[src/design/e1_status_pkg.sv]
`default_nettype none
package e1_status_pkg;

    // ==================================================================
    // register offsets
    localparam logic [7:0] OFS_STATUS_REG_ONE      = 8'h06;
    localparam logic [7:0] OFS_STATUS_REG_TWO      = 8'h07;
    localparam logic [7:0] OFS_RECEIVE_INFORMATION = 8'h08;
    localparam logic [7:0] OFS_COMMON_CONTROL_ONE  = 8'h10;
    localparam logic [7:0] OFS_IRQ_MASK_ONE        = 8'h16;
    localparam logic [7:0] OFS_IRQ_MASK_TWO        = 8'h17;
    localparam logic [7:0] OFS_SYNCHRONIZER_STATUS = 8'h1e;
    localparam logic [7:0] OFS_RX_CHAN_MONITOR_DATA = 8'h2c;
    localparam logic [7:0] OFS_COMMON_CONTROL_FIVE = 8'haa;

    // ==================================================================
    // field positions
    localparam int CTRL5_LINE_IF_RESET_BIT = 7;
    localparam int CTRL5_SEL_MSB           = 4;
    localparam int CTRL5_SEL_LSB           = 0;
    localparam int CTRL1_CRC4_EN_BIT       = 0;
    localparam int SYNC_FAS_SEARCH_BIT     = 2;
    localparam int SYNC_CAS_SEARCH_BIT     = 1;
    localparam int SYNC_CRC_SEARCH_BIT     = 0;
    localparam int RX_INFO_TX_STORE_FULL   = 7;
    localparam int RX_INFO_TX_STORE_EMPTY  = 6;
    localparam int RX_INFO_JITTER_LIMIT    = 5;
    localparam int RX_INFO_RX_STORE_FULL   = 4;
    localparam int RX_INFO_RX_STORE_EMPTY  = 3;
    localparam int RX_INFO_CRC_RESYNC      = 2;
    localparam int RX_INFO_FAS_RESYNC      = 1;
    localparam int RX_INFO_CAS_RESYNC      = 0;
    localparam int CRC_SYNC_COUNT_WIDTH    = 6;

    // status one: bits held while present, bits with change irq
    localparam logic [7:0] SR1_PERSIST_MASK = 8'hef;
    localparam logic [7:0] SR1_CHANGE_MASK  = 8'h0f;
    localparam logic [7:0] NO_BITS_MASK     = 8'h00;

    // ==================================================================
    // reset values
    localparam logic [7:0] CTRL5_RESET     = 8'h00;
    localparam logic [7:0] CTRL1_RESET     = 8'h00;
    localparam logic [7:0] IRQ_MASK_RESET  = 8'h00;
    localparam logic [7:0] STATUS_RESET    = 8'h00;
    localparam logic [7:0] MON_DATA_RESET  = 8'h00;

    // ==================================================================
    // timing
    localparam longint CLK_HZ              = 50_000_000;
    localparam longint LINE_IF_RECOVER_MS  = 40;
    localparam longint CRC_SEARCH_MS       = 8;
    localparam int LINE_IF_RECOVER_CYCLES  =
        int'(LINE_IF_RECOVER_MS * CLK_HZ / 1000);
    localparam int CRC_SEARCH_CYCLES       =
        int'(CRC_SEARCH_MS * CLK_HZ / 1000);

    // ==================================================================
    // types
    typedef struct packed {
        logic       wr;
        logic       rd;
        logic [7:0] addr;
        logic [7:0] wdata;
    } host_req_t;

    typedef enum logic [1:0] {
        LI_IDLE    = 2'b01,
        LI_RECOVER = 2'b10
    } line_if_state_t;

endpackage : e1_status_pkg
`default_nettype wire

[src/design/status_latch.sv]
`timescale 1ns/1ps
`default_nettype none
module status_latch #(
    parameter int         WIDTH        = 8,
    parameter logic [7:0] PERSIST_MASK = 8'h00,
    parameter logic [7:0] CHANGE_MASK  = 8'h00
) (
    input  wire logic             mclk_in,
    input  wire logic             rstn_in,
    input  wire logic [WIDTH-1:0] event_in,
    input  wire logic [WIDTH-1:0] level_in,
    input  wire logic             mask_wr_in,
    input  wire logic             rd_in,
    input  wire logic [WIDTH-1:0] wdata_in,
    output logic      [WIDTH-1:0] view_out,
    output logic      [WIDTH-1:0] pend_out
);
    logic [WIDTH-1:0] level_q;
    logic [WIDTH-1:0] latch_q;
    logic [WIDTH-1:0] latch_d;
    logic [WIDTH-1:0] rise;
    logic [WIDTH-1:0] change;
    logic [WIDTH-1:0] clear;
    logic [WIDTH-1:0] pend_set;
    logic [WIDTH-1:0] persist;
    logic [WIDTH-1:0] chg_mask;

    assign persist  = PERSIST_MASK[WIDTH-1:0];
    assign chg_mask = CHANGE_MASK[WIDTH-1:0];
    assign rise     = level_in & ~level_q;
    assign change   = (level_in ^ level_q) & chg_mask;
    assign clear    = rd_in ? view_out : '0;
    // set wins over a read clear
    assign latch_d  = (latch_q & ~clear) | event_in
                    | (level_in & persist) | change;
    assign pend_set = event_in | (rise & persist & ~chg_mask)
                    | change;

    always_ff @(posedge mclk_in or negedge rstn_in) begin
        if (!rstn_in) begin
            level_q <= '0;
        end else begin
            level_q <= level_in;
        end
    end

    always_ff @(posedge mclk_in or negedge rstn_in) begin
        if (!rstn_in) begin
            latch_q <= '0;
        end else begin
            latch_q <= latch_d;
        end
    end

    // ==================================================================
    // mask write refreshes the readable copy
    always_ff @(posedge mclk_in or negedge rstn_in) begin
        if (!rstn_in) begin
            view_out <= '0;
        end else if (mask_wr_in) begin
            view_out <= (view_out & ~wdata_in) | (latch_q & wdata_in);
        end
    end

    always_ff @(posedge mclk_in or negedge rstn_in) begin
        if (!rstn_in) begin
            pend_out <= '0;
        end else begin
            pend_out <= (pend_out & ~clear) | pend_set;
        end
    end

endmodule // status_latch
`default_nettype wire

[src/design/e1_status_latch_and_irq.sv]
// Summary of operation
// - rising edge of line-interface reset bit starts a clock recovery reset.
// - line interface needs about forty milliseconds to recover after it.
// - control five bits four to zero select the monitored receive channel.
// - status and information bits latch on event until read.
// - read clears a bit; listed alarm bits stay set while present.
// - write acts as mask: ones refresh readable copy, zeros hold it.
// - synchronizer status is read-only, unlatched, real time.
// - each status bit can raise interrupt, gated by its mask bit.
// - four level alarms interrupt on both activation and release.
// - alarm interrupt releases once host reads the causing bit.
// - status one and two event sources interrupt on event, release when their bit is read.
// - info bits seven and six flag transmit store full and empty slips.
// - info bits four and three flag receive store full and empty slips.
// - info bit five flags jitter fifo within four bits of limit.
// - info bit two flags 915 of 1000 crc4 words in error.
// - info bit one flags three consecutive bad frame alignment words.
// - info bit zero flags two consecutive bad cas alignment words.
// - sync bits two to zero show frame, cas and crc4 searching.
// - sync bits 7..4 show counter bits 5..2; bit 3 shows counter bit 0.
// - crc4 sync counter counts 8 ms search timeouts and wraps.
// - counter clears on crc4 sync or while crc4 mode is disabled.
// - status one bit zero set while not synchronized to receive stream.
`timescale 1ns/1ps
`default_nettype none
module e1_status_latch_and_irq
    import e1_status_pkg::*;
#(
    parameter int RECOVER_CYCLES    = LINE_IF_RECOVER_CYCLES,
    parameter int CRC_SEARCH_LENGTH = CRC_SEARCH_CYCLES
) (
    input  wire logic       mclk_in,
    input  wire logic       rstn_in,
    // host port, same clock
    input  wire host_req_t  host_req_in,
    output logic [7:0]      rdata_out,
    output logic            int_n_out,
    // status one sources
    input  wire logic [7:0] status_one_level_in,
    input  wire logic [7:0] status_one_event_in,
    // status two and receive information sources
    input  wire logic [7:0] status_two_event_in,
    input  wire logic [7:0] rx_info_event_in,
    // synchronizer state
    input  wire logic       frame_align_searching_in,
    input  wire logic       cas_mf_searching_in,
    input  wire logic       crc_mf_searching_in,
    input  wire logic       crc_sync_achieved_in,
    // receive channel data stream
    input  wire logic       rx_chan_valid_in,
    input  wire logic [4:0] rx_chan_num_in,
    input  wire logic [7:0] rx_chan_byte_in,
    // line interface control
    output logic            line_if_reset_out,
    output logic            line_if_recovering_out,
    output logic            crc_mode_en_out,
    output logic [4:0]      rx_chan_monitor_sel_out
);

    // ==================================================================
    // address decode
    function automatic logic hit(input host_req_t req,
                                 input logic [7:0] ofs);
        hit = req.addr == ofs;
    endfunction

    logic wr_ctrl5;
    logic wr_ctrl1;
    logic wr_mask1;
    logic wr_mask2;
    logic wr_sr1;
    logic wr_sr2;
    logic wr_rir;
    logic rd_sr1;
    logic rd_sr2;
    logic rd_rir;

    assign wr_ctrl5 = host_req_in.wr && hit(host_req_in,
        OFS_COMMON_CONTROL_FIVE);
    assign wr_ctrl1 = host_req_in.wr && hit(host_req_in,
        OFS_COMMON_CONTROL_ONE);
    assign wr_mask1 = host_req_in.wr && hit(host_req_in, OFS_IRQ_MASK_ONE);
    assign wr_mask2 = host_req_in.wr && hit(host_req_in, OFS_IRQ_MASK_TWO);
    assign wr_sr1   = host_req_in.wr && hit(host_req_in, OFS_STATUS_REG_ONE);
    assign wr_sr2   = host_req_in.wr && hit(host_req_in, OFS_STATUS_REG_TWO);
    assign wr_rir   = host_req_in.wr && hit(host_req_in,
        OFS_RECEIVE_INFORMATION);
    assign rd_sr1   = host_req_in.rd && hit(host_req_in, OFS_STATUS_REG_ONE);
    assign rd_sr2   = host_req_in.rd && hit(host_req_in, OFS_STATUS_REG_TWO);
    assign rd_rir   = host_req_in.rd && hit(host_req_in,
        OFS_RECEIVE_INFORMATION);

    // ==================================================================
    // control registers
    logic [7:0] common_control_five_q;
    logic [7:0] common_control_one_q;
    logic [7:0] irq_mask_one_q;
    logic [7:0] irq_mask_two_q;

    // bits six and five kept as written
    always_ff @(posedge mclk_in or negedge rstn_in) begin
        if (!rstn_in) begin
            common_control_five_q <= CTRL5_RESET;
        end else if (wr_ctrl5) begin
            common_control_five_q <= host_req_in.wdata;
        end
    end

    always_ff @(posedge mclk_in or negedge rstn_in) begin
        if (!rstn_in) begin
            common_control_one_q <= CTRL1_RESET;
        end else if (wr_ctrl1) begin
            common_control_one_q <= host_req_in.wdata;
        end
    end

    always_ff @(posedge mclk_in or negedge rstn_in) begin
        if (!rstn_in) begin
            irq_mask_one_q <= IRQ_MASK_RESET;
            irq_mask_two_q <= IRQ_MASK_RESET;
        end else begin
            if (wr_mask1) begin
                irq_mask_one_q <= host_req_in.wdata;
            end
            if (wr_mask2) begin
                irq_mask_two_q <= host_req_in.wdata;
            end
        end
    end

    always_ff @(posedge mclk_in or negedge rstn_in) begin
        if (!rstn_in) begin
            crc_mode_en_out         <= 1'b0;
            rx_chan_monitor_sel_out <= 5'h00;
        end else begin
            crc_mode_en_out <= common_control_one_q[CTRL1_CRC4_EN_BIT];
            rx_chan_monitor_sel_out <=
                common_control_five_q[CTRL5_SEL_MSB:CTRL5_SEL_LSB];
        end
    end

    // ==================================================================
    // line interface reset and recovery
    line_if_state_t li_state_q;
    logic           li_bit_q;
    logic           li_rise;
    logic [31:0]    li_count_q;

    assign li_rise = common_control_five_q[CTRL5_LINE_IF_RESET_BIT]
                     && !li_bit_q;

    always_ff @(posedge mclk_in or negedge rstn_in) begin
        if (!rstn_in) begin
            li_bit_q <= 1'b0;
        end else begin
            li_bit_q <= common_control_five_q[CTRL5_LINE_IF_RESET_BIT];
        end
    end

    always_ff @(posedge mclk_in or negedge rstn_in) begin
        if (!rstn_in) begin
            li_state_q <= LI_IDLE;
            li_count_q <= 32'h0000_0000;
        end else begin
            case (li_state_q)
                LI_IDLE: begin
                    if (li_rise) begin
                        li_state_q <= LI_RECOVER;
                        li_count_q <= 32'h0000_0000;
                    end
                end
                LI_RECOVER: begin
                    if (li_rise) begin
                        li_count_q <= 32'h0000_0000;
                    end else if (li_count_q
                                 == 32'(RECOVER_CYCLES - 1)) begin
                        li_state_q <= LI_IDLE;
                    end else begin
                        li_count_q <= li_count_q + 32'h0000_0001;
                    end
                end
                default: begin
                    li_state_q <= LI_IDLE;
                end
            endcase
        end
    end

    always_ff @(posedge mclk_in or negedge rstn_in) begin
        if (!rstn_in) begin
            line_if_reset_out      <= 1'b0;
            line_if_recovering_out <= 1'b0;
        end else begin
            line_if_reset_out      <= li_rise;
            line_if_recovering_out <= li_rise
                                   || (li_state_q == LI_RECOVER
                                       && li_count_q
                                          != 32'(RECOVER_CYCLES - 1));
        end
    end

    // ==================================================================
    // latched status and information registers
    logic [7:0] sr1_view;
    logic [7:0] sr1_pend;
    logic [7:0] sr2_view;
    logic [7:0] sr2_pend;
    logic [7:0] rir_view;

    // level alarms, loss of sync among them
    status_latch #(
        .WIDTH        (8),
        .PERSIST_MASK (SR1_PERSIST_MASK),
        .CHANGE_MASK  (SR1_CHANGE_MASK)
    ) u_status_one (
        .mclk_in    (mclk_in),
        .rstn_in    (rstn_in),
        .event_in   (status_one_event_in),
        .level_in   (status_one_level_in),
        .mask_wr_in (wr_sr1),
        .rd_in      (rd_sr1),
        .wdata_in   (host_req_in.wdata),
        .view_out   (sr1_view),
        .pend_out   (sr1_pend)
    );

    status_latch #(
        .WIDTH        (8),
        .PERSIST_MASK (NO_BITS_MASK),
        .CHANGE_MASK  (NO_BITS_MASK)
    ) u_status_two (
        .mclk_in    (mclk_in),
        .rstn_in    (rstn_in),
        .event_in   (status_two_event_in),
        .level_in   (8'h00),
        .mask_wr_in (wr_sr2),
        .rd_in      (rd_sr2),
        .wdata_in   (host_req_in.wdata),
        .view_out   (sr2_view),
        .pend_out   (sr2_pend)
    );

    // one event input per bit
    status_latch #(
        .WIDTH        (8),
        .PERSIST_MASK (NO_BITS_MASK),
        .CHANGE_MASK  (NO_BITS_MASK)
    ) u_rx_info (
        .mclk_in    (mclk_in),
        .rstn_in    (rstn_in),
        .event_in   (rx_info_event_in),
        .level_in   (8'h00),
        .mask_wr_in (wr_rir),
        .rd_in      (rd_rir),
        .wdata_in   (host_req_in.wdata),
        .view_out   (rir_view),
        .pend_out   ()
    );

    // ==================================================================
    // interrupt output
    always_ff @(posedge mclk_in or negedge rstn_in) begin
        if (!rstn_in) begin
            int_n_out <= 1'b1;
        end else begin
            int_n_out <= ~(|(sr1_pend & irq_mask_one_q)
                         | |(sr2_pend & irq_mask_two_q));
        end
    end

    // ==================================================================
    // crc4 multiframe search timer and sync counter
    logic [31:0]                     search_count_q;
    logic                            search_timeout;
    logic [CRC_SYNC_COUNT_WIDTH-1:0] crc_sync_count_q;
    logic                            crc_en;

    assign crc_en         = common_control_one_q[CTRL1_CRC4_EN_BIT];
    assign search_timeout = crc_en && crc_mf_searching_in
                            && search_count_q
                               == 32'(CRC_SEARCH_LENGTH - 1);

    always_ff @(posedge mclk_in or negedge rstn_in) begin
        if (!rstn_in) begin
            search_count_q <= 32'h0000_0000;
        end else if (!crc_en || !crc_mf_searching_in || search_timeout) begin
            search_count_q <= 32'h0000_0000;
        end else begin
            search_count_q <= search_count_q + 32'h0000_0001;
        end
    end

    always_ff @(posedge mclk_in or negedge rstn_in) begin
        if (!rstn_in) begin
            crc_sync_count_q <= '0;
        end else if (!crc_en || crc_sync_achieved_in) begin
            crc_sync_count_q <= '0;
        end else if (search_timeout) begin
            crc_sync_count_q <= crc_sync_count_q + 1'b1;
        end
    end

    // ==================================================================
    // receive channel monitor capture
    logic [7:0] rx_chan_monitor_data_q;

    always_ff @(posedge mclk_in or negedge rstn_in) begin
        if (!rstn_in) begin
            rx_chan_monitor_data_q <= MON_DATA_RESET;
        end else if (rx_chan_valid_in
                     && rx_chan_num_in
                        == common_control_five_q[CTRL5_SEL_MSB:
                                                 CTRL5_SEL_LSB]) begin
            rx_chan_monitor_data_q <= rx_chan_byte_in;
        end
    end

    // ==================================================================
    // read data
    logic [7:0] sync_status;
    logic [7:0] rd_mux;

    assign sync_status = {crc_sync_count_q[5:2], crc_sync_count_q[0],
                          frame_align_searching_in,
                          cas_mf_searching_in,
                          crc_mf_searching_in};

    always_comb begin
        case (host_req_in.addr)
            OFS_STATUS_REG_ONE:       rd_mux = sr1_view;
            OFS_STATUS_REG_TWO:       rd_mux = sr2_view;
            OFS_RECEIVE_INFORMATION:  rd_mux = rir_view;
            OFS_SYNCHRONIZER_STATUS:  rd_mux = sync_status;
            OFS_IRQ_MASK_ONE:         rd_mux = irq_mask_one_q;
            OFS_IRQ_MASK_TWO:         rd_mux = irq_mask_two_q;
            OFS_COMMON_CONTROL_ONE:   rd_mux = common_control_one_q;
            OFS_COMMON_CONTROL_FIVE:  rd_mux = common_control_five_q;
            OFS_RX_CHAN_MONITOR_DATA: rd_mux = rx_chan_monitor_data_q;
            default:                  rd_mux = 8'h00;
        endcase
    end

    always_ff @(posedge mclk_in or negedge rstn_in) begin
        if (!rstn_in) begin
            rdata_out <= 8'h00;
        end else if (host_req_in.rd) begin
            rdata_out <= rd_mux;
        end
    end

endmodule // e1_status_latch_and_irq
`default_nettype wire

[config.mk]
export PLATFORM = sky130hd
export DESIGN_NAME = e1_status_latch_and_irq
export DESIGN_NICKNAME = d
export VERILOG_FILES = /design/src/design/e1_status_pkg.sv /design/src/design/status_latch.sv /design/src/design/e1_status_latch_and_irq.sv
export SDC_FILE = /design/constraint.sdc
export NUM_CORES = 1
export LEC_CHECK = 0
export ABC_AREA = 0
export ABC_CLOCK_PERIOD_IN_PS = 2200
export BUFFER_PORTS_ARGS = -buffer_cell sky130_fd_sc_hd__buf_2
export CAP_MARGIN = 40
export CELL_PAD_IN_SITES_DETAIL_PLACEMENT = 0
export CELL_PAD_IN_SITES_GLOBAL_PLACEMENT = 1
export CORE_MARGIN = 2
export CORE_UTILIZATION = 47
export DETAILED_ROUTE_END_ITERATION = 8
export PLACE_DENSITY_LB_ADDON = 0.05
export SETUP_SLACK_MARGIN = 0.15
export SYNTH_ARGS = -nofsm -noshare
export SYNTH_HDL_FRONTEND = slang
export SYNTH_SLANG_ARGS = --single-unit
export TNS_END_PERCENT = 1
[constraint.sdc]
create_clock -name mclk_in -period 2.2 [get_ports mclk_in]
set_input_delay 0.44 -clock mclk_in [delete_from_list [all_inputs] [get_ports mclk_in]]
set_output_delay 0.44 -clock mclk_in [all_outputs]
set_load 0.005 [all_outputs]
==> results of run 1 <==
through the flow:
stage | worst slack, ps | total power, uW | area, um2
finish | 181 | 8180 | 11200
global route | 57.5 | 8480 | 11200
CTS | 149 | 8270 | 11100
detailed placement | 44.4 | 4430 | 10300
global placement | 35.2 | 4410 | 10300
floorplan | 279 | 4120 | 9330
cell type report:
type	instances	area (um2)
tap	265	332
fill	1677	8300
inverter	17	63.8
timing repair buffer	132	865
clock buffer	34	637
multi-input combinational	622	4130
clock inverter	6	109
sequential	201	5030
logic make-up after synthesis:
logic type / share of synthesized area
flops: 0.540
simple gates: 0.172
buf+inv: 0.0271
xor+xnor: 0.0357
fa+ha+maj: 0.00402
compound gates: 0.143
mux: 0.0794
cells in the final DEF, fill, tap and decap left out, types with 7 or more instances in the layout:
master / count
a31oi_1: 18
and3_1: 18
o21ai_0: 45
dfrtp_1: 199
nand2_1: 95
nand3_1: 41
nor3_1: 14
buf_4: 40
a21oi_1: 23
nor4_1: 8
and2_1: 7
a22oi_1: 26
xor2_1: 26
nand4_1: 12
a21o_1: 30
xnor2_1: 12
clkbuf_16: 23
clkbuf_1: 9
or3_1: 9
inv_1: 16
mux2_2: 64
o22ai_1: 12
nor2_1: 69
buf_2: 84
a211o_1: 7
what timing repair did:
item	in CTS	in global routing
gates resized for setup	4	13
hold endpoints to repair	7	0
pin swaps	0	2
hold buffers	1	0
cloned	0	0
setup endpoints to repair	11	62
setup buffers	0	3
how the worst max path moves through the flow:
stage / start / end / slack (ps) / cells past startpoint
floorplan: li_count_q[11]$_DFFE_PN0P_ / li_count_q[11]$_DFFE_PN0P_ / 280 / 8
global placement: li_count_q[29]$_DFFE_PN0P_ / li_count_q[11]$_DFFE_PN0P_ / 40 / 7
detailed placement: host_req_in[11] / u_status_two.latch_q[1]$_DFF_PN0_ / 40 / 7
CTS: search_count_q[12]$_DFF_PN0_ / search_count_q[30]$_DFF_PN0_ / 150 / 5
global route: li_count_q[0]$_DFFE_PN0P_ / li_count_q[30]$_DFFE_PN0P_ / 60 / 7
finish: li_count_q[8]$_DFFE_PN0P_ / li_count_q[18]$_DFFE_PN0P_ / 180 / 7
Yosys cell counts, types with 14 or more instances:
| cell | n | share of area |
|---|---|---|
| o21ai_0 | 45 | 0.024 |
| a21o_1 | 30 | 0.024 |
| nand3_1 | 42 | 0.023 |
| dfrtp_1 | 199 | 0.53 |
| inv_1 | 16 | 0.0064 |
| a31oi_1 | 18 | 0.012 |
| a22oi_1 | 26 | 0.021 |
| a21oi_1 | 23 | 0.012 |
| nor2_1 | 71 | 0.029 |
| nand2_1 | 95 | 0.038 |
| nor3_1 | 15 | 0.0080 |
| clkbuf_1 | 14 | 0.0056 |
| mux2_2 | 64 | 0.077 |
| xor2_1 | 26 | 0.024 |
| and3_1 | 18 | 0.012 |
power groups by stage:
stage / logic (uW) / registers (uW) / clock network (uW)
floorplan: 184 / 3930 / 0
global route: 504 / 3910 / 4060
CTS: 462 / 3900 / 3900
detailed placement: 457 / 3970 / 0
global placement: 444 / 3970 / 0
finish: 458 / 3900 / 3820
critical path, cell delays in order, from the launching register on:
cell and delay [ps]:
dfrtp_1 410, or4_1 510, nor2_1 100, and4_4 280, nor2_2 80, buf_12 180
a41oi_1 240, a31oi_1 80
per-layer routing:
metal,vias up,part of all wire,GRT usage
met5,-,0,0
met3,39,0.049,0.0362
met2,192,0.45,0.357
li1,3430,-,-
met1,3713,0.48,0.356
met4,0,0.024,0.0649
==> impl_metrics.toml, run 1 <==
[run_status]
outcome = "finished, final reports clean"

[die]
die_h_um = 145
start_util = 0.479
core_um2 = 19500
fp-row-count = 51
io_pins = 87
die_w_um = 145
die-area_um2 = 21000

[power]
power_frac_seq = 0.477
p_int_uw = 6360
power_density_nw_per_um2 = 733
p_leak_uw = 0.00472
clkPwrFrac = 0.467
p_sw_uw = 1830
switching_share = 0.223
vdd.ir_drop.worst_v = 0.000421
combPwrFrac = 0.056

[timing]
whs_ps = 68.1
relSlewSlack = 0.564
finClkSkew_ps = 11.0
tightest_slew_ps = 649
slew_viol_final = 0
fmax_mhz = 495
setup-tns-final_ps = 0
report.final.hold_viol_count = 0
min_period_ps = 2020
rsz0062_at_grt = "yes"
min_period_over_period = 0.918
setup_violations = 0

[worst_hold_path]
worst_hold_startpoint = "status_one_level_in[6]"
min_path_type = "input pin to register"
min_to = "u_status_one.level_q[6]$_DFF_PN0_"
whs_path_depth = 1

[place]
io_buffers = 85
dp_cells = 1233
dpl.hpwl_um = 17800
gp_congestion = 0.895

[setup_path]
r2r_start = "li_count_q[8]$_DFFE_PN0P_"
crit_arrival_ps = 2390
required_ps = 2570
crit_fanout = 28
r2r_slack_ps = 180
timing.rr.end = "li_count_q[18]$_DFFE_PN0P_"
start_kind = "register"
cp-end-kind = "register"
r2r_cells = 7
critical_path_class = "register to register"

[clock_network]
numCtsBuffers = 23
insertion_delay_ps = 510
root_buffer = "clkbuf_16"
cts.sinks = 201
cts_tree = "done"
path_clk_slew_ps = 60
cts_buffer_depth = 3
htreeDepth = 1

[global_routing]
grt_max_degree = 84
grt_overflow = 0
antenna_found_initial = 1
grt_pass1_wl_um = 38400
grt_pass1_vias = 7144
grt_use_total = 0.237

[final_layout]
antenna_cells = 0
fin_cells = 1277
area_delta_synth_final_pct = 19.7
fin_util = 0.574
final_nets = 1070
drive_gt1_frac = 0.256

[logic_synthesis]
synth_area_per_cell_um2 = 10.7
synth_warnings = 0
synth.net_count = 944
synth_seq_cells = 201
synth_cell_types = 65
ys_seq_area_frac = 0.540
synth_area_um2 = 9330
synthCells = 871
synth-async-reset-ratio = 1.00
synthFlopType = "dfrtp_1"
synth-edff-count = 0

[detailed_routing]
post_drt_wl_per_cell_um = 19.4
via_count = 7374
ant_nets = 0
via_per_inst = 5.77
drt_iter0_markers = 561
firstDrtPassIters = 5
wl_um = 24800
drc = 0

[run]
max_cap_viol_count = 0
(Power assumes the default switching activity.)
==> inputs of run 2 (changes only) <==
--- a/config.mk
+++ b/config.mk
@@ -12,11 +12,12 @@
 export CELL_PAD_IN_SITES_DETAIL_PLACEMENT = 0
 export CELL_PAD_IN_SITES_GLOBAL_PLACEMENT = 1
 export CORE_MARGIN = 2
-export CORE_UTILIZATION = 47
+export CORE_UTILIZATION = 48
 export DETAILED_ROUTE_END_ITERATION = 8
 export PLACE_DENSITY_LB_ADDON = 0.05
 export SETUP_SLACK_MARGIN = 0.15
 export SYNTH_ARGS = -nofsm -noshare
 export SYNTH_HDL_FRONTEND = slang
+export SYNTH_HIERARCHICAL = 1
 export SYNTH_SLANG_ARGS = --single-unit
 export TNS_END_PERCENT = 1
==> run 2 against run 1 <==
Compared with the run above: sequential power is essentially flat; clock power shrank 1%; the run now ends with setup timing left; via count grew 4.0%; hold slack lost 8.0 ps.
==> impl_metrics.toml, run 2 <==
[final_layout]
drive_gt1_frac = 0.287
stdcell_area_um2 = 11700
layout_commonest_cell = "dfrtp_1"
area_delta_synth_final_pct = 21.5
most-common-layout-cells = "dfrtp_1, nand2_1, buf_2"
antenna_cells = 0
fillers = 1686
fin_cells = 1323
final_nets = 1114

[setup_path]
crit_end = "li_count_q[1]$_DFFE_PN0P_"
timing.rr.end = "li_count_q[1]$_DFFE_PN0P_"
r2r_slack_ps = -70
r2r_start = "li_count_q[26]$_DFFE_PN0P_"
critical_path_buf_inv_count = 2
path_depth = 7
crit_path_top_delay_cell = "or4_4"
r2r_cells = 7
cp-end-kind = "register"
crit_arrival_ps = 2650
cpLargestDelayFamily = "simple AND/OR/NAND/NOR gates"
required_ps = 2580
cp-startpoint = "li_count_q[26]$_DFFE_PN0P_"
crit_fanout = 4
crit_chain = "or4_4, or4_4, buf_6, nor4_4, or2_4, buf_4, o21ai_1"
critical_path_class = "register to register"
start_kind = "register"
path_common_cell = "or4_4"
slowest_delay_ps = 530

[clock_network]
insertion_delay_ps = 510
cts.sinks = 201
cts_buffer_depth = 3
htreeDepth = 1
cts_tree = "done"
numCtsBuffers = 23
path_clk_slew_ps = 60
root_buffer = "clkbuf_16"
postCtsSetupRepairBufs = 0

[timing]
setup_slack_ps = -65.5
rsz0062_at_grt = "yes"
tightest_slew_ps = 758
slew_viol_final = 0
fmax_mhz = 441
relSlewSlack = 0.491
min_period_over_period = 1.03
setup_violations = 24
min_period_ps = 2270
report.final.hold_viol_count = 0
finClkSkew_ps = 10.5
setup-tns-final_ps = -642

[place]
placed_cell_area_um2 = 10800
dpl.hpwl_um = 18300
io_buffers = 85
gp_congestion = 0.888
dp_cells = 1280

[run_status]
outcome = "complete, but fails checks"
violations = "setup timing"

[logic_synthesis]
synthCells = 895
synth_warnings = 6
synth_area_um2 = 9630
synth.net_count = 968
synth_area_per_cell_um2 = 10.8

[power]
p_sw_uw = 1880
p_leak_uw = 0.00499
p_int_uw = 6270
switching_share = 0.231
clkPwrFrac = 0.463
power_frac_seq = 0.479
vdd.ir_drop.worst_v = 0.000785
combPwrFrac = 0.058
power_density_nw_per_um2 = 696

[detailed_routing]
wl_um = 25400
via_per_inst = 5.80
ant_nets = 0
firstDrtPassIters = 6
via_count = 7669
drt_iter0_markers = 427
post_drt_wl_per_cell_um = 19.2
drc = 0

[worst_hold_path]
whs_path_depth = 1
min_path_type = "input pin to register"

[die]
fp-row-count = 51
core_um2 = 19600
die-area_um2 = 21200
die_w_um = 146
io_pins = 87
die_h_um = 146
start_util = 0.492

[global_routing]
grt_overflow = 0
grt_pass1_vias = 7952
grt_use_total = 0.241
antenna_found_initial = 0
grt_pass1_wl_um = 41600
grt_max_degree = 53

[run]
max_cap_viol_count = 0
[run 2: cell types whose count changed in the layout (fill, tap and decap cells not counted), moves of 11 or more]
| cell | delta |
|---|---|
| o21ai_0 | -28 |
| xor2_1 | -12 |
| nand2_1 | -11 |
| buf_4 | +29 |
| nand3_1 | -12 |
| mux2_4 | +16 |
| a22oi_1 | -15 |
| nor2_1 | -18 |
| o31ai_1 | +18 |
| mux2_2 | -16 |
| nor3_1 | +11 |
[run 2: layout make-up]
cell class                      instances  area [um2]  share of cell area
Inverter                               27         106             0.00908
Clock inverter                         10        87.6             0.00748
Sequential cell                       201        5040               0.430
Timing Repair Buffer                  161        1070              0.0917
Tap cell                              265         332              0.0283
Clock buffer                           32         669              0.0572
Multi-Input combinational cell        627        4400               0.376
[run 2: worst min-delay path by stage]
stage                                 from                                   end  slack, ps
floorplan                          rstn_in  common_control_five_q[0]$_DFFE_PN0P_        140
global placement                   rstn_in          search_count_q[15]$_DFF_PN0_        430
detailed placement                 rstn_in          search_count_q[15]$_DFF_PN0_        440
CTS                 status_one_level_in[7]     u_status_one/level_q[7]$_DFF_PN0_         40
global route        status_one_level_in[7]     u_status_one/level_q[7]$_DFF_PN0_         50
finish              status_one_level_in[7]     u_status_one/level_q[7]$_DFF_PN0_         60
[run 2: timing repair]
action	in CTS	in global routing
hold buffers	1	0
setup endpoints to repair	35	42
gates resized for setup	8	24
pin swaps	0	11
hold endpoints to repair	46	0
[run 2: power groups by stage]
stage / registers (uW) / logic (uW) / clock network [uW]
2_1_floorplan: 3930 / 200 / 0
3_3_place_gp: 3970 / 459 / 0
3_5_place_dp: 3970 / 473 / 0
4_1_cts: 3900 / 477 / 3870
5_1_grt: 3910 / 521 / 4040
6_report: 3900 / 473 / 3770
[run 2: through the flow]
step / setup slack [ps] / hold slack (ps) / total power [uW] / util
3_3_place_gp: -91.2 / 429 / 4430 / 0.553
5_1_grt: -160 / 52.8 / 8470 / 0.598
6_report: -65.5 / 60.1 / 8150 / 0.598
3_5_place_dp: -143 / 439 / 4440 / 0.553
2_1_floorplan: -193 / 144 / 4130 / -
4_1_cts: -84.7 / 41.3 / 8250 / 0.593
[run 2: layer usage]
metal | vias to the layer above | track usage | wire, um
li1 | 3603 | - | -
met1 | 3799 | 0.321 | 10800
met2 | 216 | 0.406 | 12400
met3 | 51 | 0.0326 | 1260
met4 | 0 | 0.0853 | 924
met5 | - | 0 | 0
==> inputs of run 3 (changes only) <==
--- a/config.mk
+++ b/config.mk
@@ -12,12 +12,11 @@
 export CELL_PAD_IN_SITES_DETAIL_PLACEMENT = 0
 export CELL_PAD_IN_SITES_GLOBAL_PLACEMENT = 1
 export CORE_MARGIN = 2
-export CORE_UTILIZATION = 48
+export CORE_UTILIZATION = 30
 export DETAILED_ROUTE_END_ITERATION = 8
-export PLACE_DENSITY_LB_ADDON = 0.05
+export PLACE_DENSITY_LB_ADDON = 0.1
 export SETUP_SLACK_MARGIN = 0.15
 export SYNTH_ARGS = -nofsm -noshare
 export SYNTH_HDL_FRONTEND = slang
-export SYNTH_HIERARCHICAL = 1
 export SYNTH_SLANG_ARGS = --single-unit
 export TNS_END_PERCENT = 1
==> run 3 against run 2 <==
Compared with the run above: the run now ends clean; cell area decreased by 0.46%; critical path depth is the same; maximum frequency grew 12%; first-iteration DRC count down 20%; via count fell by 6.7%; sequential power about the same; sequential share of layout area increased by 0.19 points; hold slack got worse by 9.4 ps; count of clock-buffer cells in the layout grew 6; register-to-register slack gained 250 ps; routed wire length rose by 8.1%; clock power is 7.4% higher.
==> impl_metrics.toml, run 3 (synthesis results as in run 1) <==
[timing]
min_period_ps = 2020
slew_viol_final = 0
tightest_slew_ps = 475
setup_violations = 0
finClkSkew_ps = 9.62
rsz0062_at_grt = "yes"
report.final.hold_viol_count = 0
fmax_mhz = 496
min_period_over_period = 0.917
setup-tns-final_ps = 0
relSlewSlack = 0.684

[die]
io_pins = 87
die-area_um2 = 32500
die_w_um = 180
die_h_um = 180
fp-row-count = 64
core_um2 = 30600
start_util = 0.305

[setup_path]
r2r_cells = 7
crit_fanout = 15
r2r_start = "li_count_q[8]$_DFFE_PN0P_"
cp-startpoint = "li_count_q[8]$_DFFE_PN0P_"
crit_end = "li_count_q[11]$_DFFE_PN0P_"
r2r_slack_ps = 180
crit_arrival_ps = 2440
slowest_delay_ps = 530
crit_path_top_delay_cell = "or4_4"
cpLargestDelayFamily = "simple AND/OR/NAND/NOR gates"
crit_chain = "or4_4, nor2_2, and4_4, nor2_4, buf_12, a21o_1, a21o_1"
path_depth = 7
required_ps = 2620
timing.rr.end = "li_count_q[11]$_DFFE_PN0P_"
path_common_cell = "a21o_1"
start_kind = "register"
critical_path_buf_inv_count = 1
critical_path_class = "register to register"
cp-end-kind = "register"

[global_routing]
grtUsageMet1 = 0.247
antenna_found_initial = 0
grt_pass1_wl_um = 43600
grt_max_degree = 56
gr-usage-met2 = 0.268
busiest_layer = "met2"
grt_use_total = 0.171
grt_overflow = 0
grt_pass1_vias = 7342
grt_use_met3 = 0.0335

[detailed_routing]
via_count = 7153
firstDrtPassIters = 5
post_drt_wl_per_cell_um = 19.1
ant_nets = 0
drc = 0
via_per_inst = 4.97
wl_um = 27500
drt_iter0_markers = 340

[final_layout]
most-common-layout-cells = "dfrtp_1, nand2_1, buf_2"
multiInputGateArea_um2 = 4130
antenna_cells = 0
final_nets = 1098
drive_gt1_frac = 0.287
fillers = 3110
regArea_um2 = 5030
fin_util = 0.381
area_delta_synth_final_pct = 24.9
layout_commonest_cell = "dfrtp_1"

[clock_network]
htreeDepth = 1
cts.sinks = 201
path_clk_slew_ps = 60
cts_tree = "done"
insertion_delay_ps = 530
root_buffer = "clkbuf_16"
numCtsBuffers = 25
cts_buffer_depth = 3

[power]
power_density_nw_per_um2 = 723
power_uw = 8420
p_leak_uw = 0.00489
vdd.ir_drop.worst_v = 0.000708

[place]
io_buffers = 85
dpl.hpwl_um = 19800
gp_congestion = 0.858

[worst_hold_path]
whs_path_depth = 1
min_path_type = "input pin to register"

[run_status]
outcome = "finished, final reports clean"

[run]
max_cap_viol_count = 0
==> run 3: changes by cell type in the layout (fill, tap and decap cells not counted), moves of 7 or more <==
cell / change
o21ai_0: +27
nand3_1: +12
xnor2_1: -10
inv_1: -10
o31ai_1: -18
a22oi_1: +15
nor2_1: +16
xor2_1: +12
buf_4: -7
nor4_1: -9
mux2_2: +16
nand2_1: +11
nor3_1: -11
mux2_4: -16
==> run 3: final cells by class <==
| type | count | area share |
|---|---|---|
| clock inverters | 7 | 0.00569 |
| repair buffers | 158 | 0.0960 |
| clock buffers | 38 | 0.0639 |
| well taps | 396 | 0.0425 |
| flip-flops and latches | 201 | 0.432 |
| multi-input cells | 622 | 0.354 |
| inverters | 17 | 0.00548 |
==> run 3: worst min-delay path by stage <==
stage | endpoint | startpoint
CTS | u_status_one.level_q[7]$_DFF_PN0_ | status_one_level_in[7]
detailed placement | search_count_q[23]$_DFF_PN0_ | rstn_in
global route | u_status_one.level_q[7]$_DFF_PN0_ | status_one_level_in[7]
global placement | search_count_q[23]$_DFF_PN0_ | rstn_in
finish | u_status_one.level_q[7]$_DFF_PN0_ | status_one_level_in[7]
floorplan | async pin | rstn_in
==> run 3: stage by stage <==
stage	cell area, um2	hold WS [ps]	std cells	setup slack (ps)
3_5_place_dp	10700	417	1391	49.3
6_report	11700	50.7	1439	182
2_1_floorplan	9330	144	871	279
3_3_place_gp	10700	420	1391	56.9
5_1_grt	11700	40.0	1439	105
4_1_cts	11600	31.7	1438	140
==> run 3: per-layer routing <==
metal  share of wire  up-vias
met5               0        -
met4           0.019        0
li1                -     3485
met1            0.49     3523
met2            0.45      114
met3           0.041       31
==> run 3: repair_timing <==
| action | in CTS | in global routing |
|---|---|---|
| endpoints found under the hold margin | 50 | 0 |
| hold buffers | 1 | 0 |
| buffers inserted | 0 | 1 |
| endpoints found under the setup margin | 9 | 65 |
| gates cloned | 1 | 0 |
| resized for setup | 4 | 21 |
| pin swaps | 1 | 0 |
==> run 3: power by group <==
part	switching [uW]	leakage [uW]	internal (uW)	total [uW]
logic	279	0.00193	204	483
clock network	1610	0.000400	2440	4050
registers	81.2	0.00255	3820	3900
